[config.mk]
export PLATFORM = sky130hd
export DESIGN_NAME = acp_serial_port
export DESIGN_NICKNAME = d
export VERILOG_FILES = /design/src/logic/acp_pkg.sv /design/src/logic/acp_serial_port.sv
export SDC_FILE = /design/constraint.sdc
export NUM_CORES = 2
export LEC_CHECK = 0
export BUFFER_PORTS_ARGS = -buffer_cell sky130_fd_sc_hd__buf_4
export CORE_UTILIZATION = 55
export DETAILED_ROUTE_END_ITERATION = 8
export PLACE_DENSITY = 0.73
export RECOVER_POWER = 25
export SLEW_MARGIN = 5
export SYNTH_ARGS = -nofsm -noshare
export SYNTH_HDL_FRONTEND = slang
export SYNTH_SLANG_ARGS = --single-unit
[constraint.sdc]
create_clock -name i_ref_clk -period 3 [get_ports i_ref_clk]
set_clock_uncertainty 0.05 [all_clocks]
set_input_delay 0.15 -clock i_ref_clk [delete_from_list [all_inputs] [get_ports i_ref_clk]]
set_output_delay 0.15 -clock i_ref_clk [all_outputs]
set_load 0.01 [all_outputs]
[src/logic/acp_pkg.sv]
/*
 * Constants of the serial configuration port: register offsets, reset values,
 * instruction word layout and synchroniser figures.
 * Assumes it is compiled before every file that names acp_pkg.
 */
package acp_pkg;

    // ==========================================================================
    // Register offsets.
    localparam logic [7:0] REG_CHIP_CFG      = 8'h00;
    localparam logic [7:0] REG_CHIP_ID       = 8'h01;
    localparam logic [7:0] REG_CHIP_GRADE    = 8'h02;
    localparam logic [7:0] REG_DEV_INDEX     = 8'h05;
    localparam logic [7:0] REG_FUNC_FIRST    = 8'h08;
    localparam logic [7:0] REG_CLOCK_CONTROL = 8'h09;
    localparam logic [7:0] REG_FUNC_LAST     = 8'h22;
    localparam logic [7:0] REG_TRANSFER      = 8'hff;

    // ==========================================================================
    // Reset values and fields.
    localparam logic [7:0] CLOCK_CONTROL_RST = 8'h01;
    localparam logic [7:0] OTHER_RST         = 8'h00;
    localparam int         CFG_LSB_FIRST_BIT = 6;

    // ==========================================================================
    // Instruction word layout: read flag, two length bits, address.
    localparam int         INSTR_BITS        = 16;
    localparam int         INSTR_RD_BIT      = 15;
    localparam int         LENGTH_BIT_HIGH   = 14;
    localparam int         LENGTH_BIT_LOW    = 13;
    localparam logic [3:0] INSTR_LAST_CNT    = 4'hf;
    localparam logic [3:0] BYTE_LAST_CNT     = 4'h7;
    localparam logic [1:0] LEN_STREAM        = 2'h3;

    // ==========================================================================
    // Pin handling: {data, shift clock, chip select} inactive levels.
    localparam logic [2:0] PIN_TERM_LEVEL    = 3'h1;
    localparam logic [1:0] STRAP_WAIT_CNT    = 2'h3;

    typedef enum logic [1:0] {
        ST_IDLE,
        ST_INSTR,
        ST_DATA,
        ST_DONE
    } acp_state_type;

endpackage

[src/logic/acp_serial_port.sv]
/*
 * Serial configuration port of a quad converter and its register map.
 * The shift clock, chip-select and data pin come from an outside controller
 * and are sampled by i_ref_clk; the shift clock must stay well below a
 * quarter of the sampling rate.
 */
`timescale 1ns/1ps

module acp_serial_port #(
    parameter logic [7:0] CHIP_ID_VALUE = 8'h5a  // Arbitrary identity value.
) (
    input  wire logic       i_ref_clk,
    input  wire logic       i_rstn,
    input  wire logic       i_chip_select_n,
    input  wire logic       i_shift_clk,
    input  wire logic       i_data_pin,
    output logic            o_data_pin,
    output logic            o_data_pin_oe,
    output logic [7:0]      o_clock_control,
    output logic            o_strap_mode,
    output logic            o_output_drive_mode_strap,
    output logic            o_test_pattern_strap
);

    // ==========================================================================
    // Pin synchronisers, index 0 chip select, 1 shift clock, 2 data.
    logic [2:0]                 sync1_r;
    logic [2:0]                 sync2_r;
    logic [2:0]                 sync3_r;
    logic [2:0]                 pin_r;
    logic [2:0]                 pin_d_r;

    // Three stages per pin; a level is accepted once stages two and three agree.
    for (genvar g = 0; g < 3; g++) begin : g_sync
        always_ff @(posedge i_ref_clk or negedge i_rstn) begin
            if (!i_rstn) begin
                sync1_r[g] <= acp_pkg::PIN_TERM_LEVEL[g];
                sync2_r[g] <= acp_pkg::PIN_TERM_LEVEL[g];
                sync3_r[g] <= acp_pkg::PIN_TERM_LEVEL[g];
                pin_r[g]   <= acp_pkg::PIN_TERM_LEVEL[g];
                pin_d_r[g] <= acp_pkg::PIN_TERM_LEVEL[g];
            end else begin
                sync1_r[g] <= g == 0 ? i_chip_select_n : (g == 1 ? i_shift_clk : i_data_pin);
                sync2_r[g] <= sync1_r[g];
                sync3_r[g] <= sync2_r[g];
                pin_r[g]   <= (sync2_r[g] == sync3_r[g]) ? sync3_r[g] : pin_r[g];
                pin_d_r[g] <= pin_r[g];
            end
        end
    end

    // ==========================================================================
    // Strap capture: chip select seen high just after reset locks strap mode.
    logic [1:0]                 strap_cnt_r;
    logic                       ready_r;
    logic                       strap_r;

    // The decision takes the level pin_r is about to hold, so its reset value decides the mode only when stages two and three disagree.
    wire                        cs_settled = (sync2_r[0] == sync3_r[0]) ? sync3_r[0] : pin_r[0];

    // The wait lets the synchroniser fill before the level is believed.
    always_ff @(posedge i_ref_clk or negedge i_rstn) begin
        if (!i_rstn) begin
            strap_cnt_r <= 2'h0;
            ready_r     <= 1'b0;
            strap_r     <= 1'b0;
        end else if (!ready_r) begin
            strap_cnt_r <= strap_cnt_r + 2'h1;
            if (strap_cnt_r == acp_pkg::STRAP_WAIT_CNT) begin
                ready_r <= 1'b1;
                strap_r <= cs_settled;
            end
        end
    end

    // In strap mode the clock and data pins carry static options, not traffic.
    always_ff @(posedge i_ref_clk or negedge i_rstn) begin
        if (!i_rstn) begin
            o_strap_mode              <= 1'b0;
            o_output_drive_mode_strap <= 1'b0;
            o_test_pattern_strap      <= 1'b0;
        end else begin
            o_strap_mode              <= strap_r;
            o_output_drive_mode_strap <= strap_r & pin_r[2];
            o_test_pattern_strap      <= strap_r & pin_r[1];
        end
    end

    // ==========================================================================
    // Register map storage and decode.
    logic [7:0]                 mem_r [0:255];
    acp_pkg::acp_state_type     state_r;
    logic [3:0]                 bit_cnt_r;
    logic [15:0]                shift_r;
    logic [7:0]                 addr_r;
    logic                       rd_r;
    logic [1:0]                 len_r;
    logic [1:0]                 byte_cnt_r;
    logic [7:0]                 tx_r;

    function automatic logic is_defined(input logic [7:0] a);
        is_defined = (a <= acp_pkg::REG_CHIP_GRADE) || (a == acp_pkg::REG_DEV_INDEX)
                   || (a == acp_pkg::REG_TRANSFER)
                   || (a >= acp_pkg::REG_FUNC_FIRST && a <= acp_pkg::REG_FUNC_LAST);
    endfunction

    function automatic logic [7:0] default_of(input int a);
        if (a == int'(acp_pkg::REG_CLOCK_CONTROL)) default_of = acp_pkg::CLOCK_CONTROL_RST;
        else if (a == int'(acp_pkg::REG_CHIP_ID)) default_of = CHIP_ID_VALUE;
        else default_of = acp_pkg::OTHER_RST;
    endfunction

    // Engine conditions, all on the synchronised pin levels.
    wire        csb_n      = pin_r[0];
    wire        sdi        = pin_r[2];
    wire        sclk_rise  = pin_r[1] & ~pin_d_r[1];
    wire        sclk_fall  = ~pin_r[1] & pin_d_r[1];
    wire        port_live  = ready_r & ~strap_r & ~csb_n;
    wire        lsb_first  = mem_r[acp_pkg::REG_CHIP_CFG][acp_pkg::CFG_LSB_FIRST_BIT];
    wire [15:0] shift_nxt  = lsb_first ? {sdi, shift_r[15:1]} : {shift_r[14:0], sdi};
    wire [7:0]  byte_in    = lsb_first ? shift_nxt[15:8] : shift_nxt[7:0];
    wire [7:0]  ins_addr   = shift_nxt[7:0];
    wire [1:0]  ins_len    = {shift_nxt[acp_pkg::LENGTH_BIT_HIGH], shift_nxt[acp_pkg::LENGTH_BIT_LOW]};
    wire        ins_rd     = shift_nxt[acp_pkg::INSTR_RD_BIT];
    wire        instr_end  = (state_r == acp_pkg::ST_INSTR) && sclk_rise
                             && (bit_cnt_r == acp_pkg::INSTR_LAST_CNT);
    wire        byte_end   = (state_r == acp_pkg::ST_DATA) && sclk_rise
                             && (bit_cnt_r == acp_pkg::BYTE_LAST_CNT);
    wire        last_byte  = (len_r != acp_pkg::LEN_STREAM) && (byte_cnt_r == len_r);
    wire [7:0]  addr_next  = addr_r + 8'h01;
    wire [7:0]  rd_addr    = instr_end ? ins_addr : addr_next;
    wire [7:0]  rd_data    = is_defined(rd_addr) ? mem_r[rd_addr] : 8'h00;
    wire        read_only  = (addr_r == acp_pkg::REG_CHIP_ID) || (addr_r == acp_pkg::REG_CHIP_GRADE);
    wire        wr_en      = byte_end && port_live && !rd_r && is_defined(addr_r) && !read_only;

    // Registers take their defaults under reset, so they hold them before any frame.
    always_ff @(posedge i_ref_clk or negedge i_rstn) begin
        if (!i_rstn) begin
            for (int i = 0; i < 256; i++) begin
                mem_r[i] <= default_of(i);
            end
        end else if (wr_en) begin
            mem_r[addr_r] <= byte_in;
        end
    end

    assign o_clock_control = mem_r[acp_pkg::REG_CLOCK_CONTROL];

    // ==========================================================================
    // Frame engine: instruction, then data bytes on rising edges.
    // Chip select high at any point drops the frame; partial bytes are lost.
    always_ff @(posedge i_ref_clk or negedge i_rstn) begin
        if (!i_rstn) begin
            state_r    <= acp_pkg::ST_IDLE;
            bit_cnt_r  <= 4'h0;
            shift_r    <= 16'h0000;
            addr_r     <= 8'h00;
            rd_r       <= 1'b0;
            len_r      <= 2'h0;
            byte_cnt_r <= 2'h0;
        end else if (!port_live) begin
            state_r    <= acp_pkg::ST_IDLE;
            bit_cnt_r  <= 4'h0;
        end else begin
            unique case (state_r)
                acp_pkg::ST_IDLE: begin
                    state_r   <= acp_pkg::ST_INSTR;
                    bit_cnt_r <= 4'h0;
                end
                acp_pkg::ST_INSTR: begin
                    if (sclk_rise) begin
                        shift_r   <= shift_nxt;
                        bit_cnt_r <= bit_cnt_r + 4'h1;
                    end
                    if (instr_end) begin
                        addr_r     <= ins_addr;
                        rd_r       <= ins_rd;
                        len_r      <= ins_len;
                        byte_cnt_r <= 2'h0;
                        bit_cnt_r  <= 4'h0;
                        state_r    <= acp_pkg::ST_DATA;
                    end
                end
                acp_pkg::ST_DATA: begin
                    if (sclk_rise) begin
                        shift_r   <= shift_nxt;
                        bit_cnt_r <= bit_cnt_r + 4'h1;
                    end
                    if (byte_end) begin
                        bit_cnt_r  <= 4'h0;
                        addr_r     <= addr_next;
                        byte_cnt_r <= byte_cnt_r + 2'h1;
                        if (last_byte) begin
                            state_r <= acp_pkg::ST_DONE;
                        end
                    end
                end
                acp_pkg::ST_DONE: begin
                    bit_cnt_r <= 4'h0;  // Extra clocks are ignored until chip select rises.
                end
            endcase
        end
    end

    // ==========================================================================
    // Readback driver: pin turns to output after a falling edge and is released
    // after the rising edge that ends the last byte, or when chip select rises.
    wire drive_bit = port_live && rd_r && (state_r == acp_pkg::ST_DATA) && sclk_fall;

    always_ff @(posedge i_ref_clk or negedge i_rstn) begin
        if (!i_rstn) begin
            tx_r          <= 8'h00;
            o_data_pin    <= 1'b0;
            o_data_pin_oe <= 1'b0;
        end else if (!port_live) begin
            o_data_pin_oe <= 1'b0;
        end else if (instr_end || byte_end) begin
            tx_r <= rd_data;
            if (byte_end && last_byte) begin
                o_data_pin_oe <= 1'b0;
            end
        end else if (drive_bit) begin
            o_data_pin_oe <= 1'b1;
            o_data_pin    <= lsb_first ? tx_r[0] : tx_r[7];
            tx_r          <= lsb_first ? {1'b0, tx_r[7:1]} : {tx_r[6:0], 1'b0};
        end
    end

endmodule // acp_serial_port

==> key figures <==
Logic synthesis
  – Synth Net Count: 6933
  – Xor/xnor share of the synthesized area: 0.162%
  – Post-synthesis simple-gate area fraction: about an eighth
  – Yosys cell types: 89
  – Post-synthesis register bit count: 1753
  – Yosys warnings: 0
  – Mapped Cells: around 7000
  – Most frequent cells after synthesis: 1744 x dfrtp_1, 1545 x clkbuf_1, 1322 x nand2_1
  – Yosys top cell by area: dfrtp_1
  – Number of synthesized flops with an enable pin: 0
  – Area contributors post-synth: dfrtp_1 62%, clkbuf_1 8.3%, nand2_1 7.1%
  – Count leader, synth: dfrtp_1
  – Largest family of logic cells by synthesized area: simple AND/OR/NAND/NOR gates
  – Asr flop ratio synth: between 90% and 100%
  – Compound-Gate Fraction of Synth Area: 10.3%
  – Post-Syn Area: around 70000 um^2
  – Ys flop type: dfrtp_1
  – Share of the synthesized area in the top cell type: between 60 and 70%
  – Syn avg cell area: between 10 and 15 um^2
  – Mux cell area share after synthesis: roughly 3.7%
  – Post-synthesis sequential area ratio: 62.6%
  – Adder-cell share of the synthesized area: less than 1%

Detailed routing
  – Starting DRT DRC Count: 5073
  – Drt wl/cell: ~23 um
  – DR pass1 iterations: 8
  – Remaining DRCs: 0
  – Vias/cell: 5.84
  – DRT Wirelength: 183000 um
  – Post-route ant nets: 0
  – Vias post-DR: about 46000

Power
  – Worst VDD drop: 808 uV
  – Leakage power: 37.5 nW
  – Comb power frac: 45.2%
  – Power Density: 1070 nW/um^2
  – Seq pwr share: between 20% and 30%
  – Int Pwr: between 50 and 60 mW
  – Clock Power Share: a little over a quarter
  – Sw Ratio: between 30% and 40%
  – P_sw: around 33 mW

Die
  – Initial core utilization: 55.6%
  – Die Footprint: 129000 um^2
  – Vert. Die Dim: 359 um
  – Core Area: between 100000 and 150000 um^2
  – FP Rows: 130
  – Die Wd: 359 um
  – Ports: 18

CTS
  – Clock tree from TritonCTS: done
  – Deepest clock path buffer count: 3
  – CTS Buf Count: 170
  – Clock sink count: between 1500 and 2000
  – Clock Latency Late Sink: about 0.84 ns
  – Root Driver: clkbuf_16
  – CTS clock-pin slew for the worst setup and hold paths: approximately 0.07 ns
  – H-tree depth reported by CTS: 4

STA
  – Worst-Margin Slew: 1.97 ns
  – Min Tclk post-route: 3.68 ns
  – Final Worst Setup Slack: -0.677 ns
  – Rel. slew slack: -31.2%
  – Final hold vios: 0
  – Max Freq: roughly 270 MHz
  – Setup violations, final: 8
  – Final Max Slew Viols: 15
  – Tcrit/Tclk final: 123%
  – RSZ-0062 raised after global routing: true

Setup path
  – Critical Path Fanout Max: 16
  – R2r setup slk: -0.68 ns
  – Worst path arrival time: between 4 and 5 ns
  – Req. time, crit path: 3.65 ns
  – Reg2Reg Depth: 17
  – Crit Path Class: flop to flop
  – Reg2reg end: tx_r[0]
  – Crit start category: flop
  – CP Capture Type: flop
  – Worst r2r src: state_r[1]

Worst hold path
  – Hold Path Origin: sync1_r[1]
  – Hold endpoint: sync2_r[1]
  – HP Class: flop to flop
  – Hold depth: 0

Finish
  – Layout cells sized above 1: 20.5%
  – Final cell count without fillers: 7838
  – Final Net Count: ~6000
  – Final core utilization: 63.4%
  – Synth-to-layout area growth: 14.0%

GRT
  – Gr ovfl total: 0
  – Vias in the first global route: ~48000
  – First-pass GRT wire length: between 200000 and 300000 um
  – Antenna violations before repair: 5
  – Largest net degree at the start of global routing: around 110
  – Gr usage total: 28.3%

Place
  – PortBufs: 17
  – Dpl cells: ~7400
  – GP Congestion: 0.957
  – Hpwl dp: about 110000 um

Run status
  – Failing checks: max-capacitance violations, max-slew violations, negative setup slack
  – Status: finished with violations

Run
  – Max-capacitance violation count: 1
==> worst max-delay path: stages (launching register included) <==
cell and delay [ns]:
dfrtp_1 0.40, inv_2 0.08, ha_4 0.14, and4_4 0.27, buf_6 0.15, nand3_4 0.12, nand2_8 0.14, buf_12 0.13
buf_12 0.13, buf_12 0.15, mux4_2 0.54, a21oi_1 0.30, a31oi_2 0.23, a32oi_1 0.23, buf_4 0.18, o31ai_2 0.08
nand3_1 0.12, a221oi_2 0.07
==> layout by cell type (no fill, tap or decap), types with 13 or more instances in the layout <==
cell       synthesis  final
o211ai_1          18     18
a211oi_1         143    136
clkinv_2           0     39
buf_16             0     17
buf_4             47    537
mux2_2            16     15
a311oi_2           0     16
a21oi_1          188    177
nor3_1            54     42
clkbuf_8           0     37
mux2i_1          142    133
nor2_1            98     96
o22ai_1           38     35
nand2_1         1322   1318
nand4_1           32     32
buf_12             1    132
nand3_1          243    241
a311oi_1          99     82
a31oi_1          125    113
o21ai_1            1     19
bufinv_16          0     18
mux4_2            43     43
and3_1           184    181
buf_6             12     36
clkbuf_1        1545     31
o21ai_0          320    297
clkbuf_16          0    178
a32oi_1           56     51
a222oi_1          13     13
dfrtp_1         1744   1742
==> cells by family (layout without fill, tap and decap cells) <==
group,after synthesis,count (layout)
buffers and inverters,1814,1080
and+or+nand+nor,2016,2016
muxes,204,204
AOI/OAI and AO/OA,1105,1105
xor gates and xnor gates,13,13
DFF,1753,1753
adders and majority gates,13,13
other,0,4
==> per-stage QoR <==
stage	worst slack [ns]	TNS [ns]	hold slack (ns)	instance area [um^2]	power [mW]
final	-0.677	-4.51	0.301	79900	85.2
after global routing	-0.714	-40.71	0.308	79900	87.7
after CTS	-0.598	-4.13	0.136	79200	82.8
after detailed placement	-1.17	-7.47	0.123	71800	57.1
after global placement	-1.09	-6.68	0.124	71800	56.8
after floorplan	-0.0119	-0.0119	-0.196	70100	39.8
==> how the worst max path moves through the flow <==
stage,start,to,cells past startpoint
after global placement,state_r[1],tx_r[3],15
final,state_r[1],tx_r[0],17
after floorplan,state_r[0],tx_r[0],14
after detailed placement,state_r[1],tx_r[3],15
after global routing,state_r[1],tx_r[0],17
after CTS,bit_cnt_r[1],tx_r[4],17
==> layout make-up <==
class | count | area (um^2)
timing repair buffer | 757 | 8090
multi-input combinational | 3351 | 19900
sequential | 1753 | 43900
clock buffer | 233 | 4880
tap | 1650 | 2060
inverter | 10 | 41.3
clock inverter | 80 | 1090
fill | 8824 | 46200
antenna | 4 | 10.0
==> per-layer routing <==
metal	wire, um	vias up	GRT usage [%]
met3	16300	489	5.81
met2	82500	2080	42.5
met4	7520	2	12.3
met5	13	-	0
met1	76400	22600	40.1
li1	-	20600	-
==> power groups by stage <==
stage / Clock (mW) / Sequential [mW] / Combinational [mW]
6_report: 22.6 / 24.1 / 38.5
4_1_cts: 22.8 / 24.1 / 35.9
2_1_floorplan: 0 / 24.4 / 15.4
3_5_place_dp: 0 / 24.5 / 32.6
5_1_grt: 23.8 / 24.1 / 39.8
3_3_place_gp: 0 / 24.5 / 32.3
==> registers in the layout, summed over array words and instances (netlist names), 2 cells and up <==
name             count
addr_r               8
bit_cnt_r            4
byte_cnt_r           2
len_r                2
mem_r             1679
o_clock_control      8
shift_r             16
state_r              2
strap_cnt_r          2
sync1_r              3
sync2_r              3
sync3_r              3
tx_r                 8
==> what timing repair did <==
action	4_1_cts	5_1_grt
setup endpoints to repair	8	12
cloned	12	7
hold buffers	8	0
resized for setup	130	116
pin swaps	75	52
buffers inserted	35	17
hold endpoints to repair	1319	0
(Power assumes the default switching activity.)
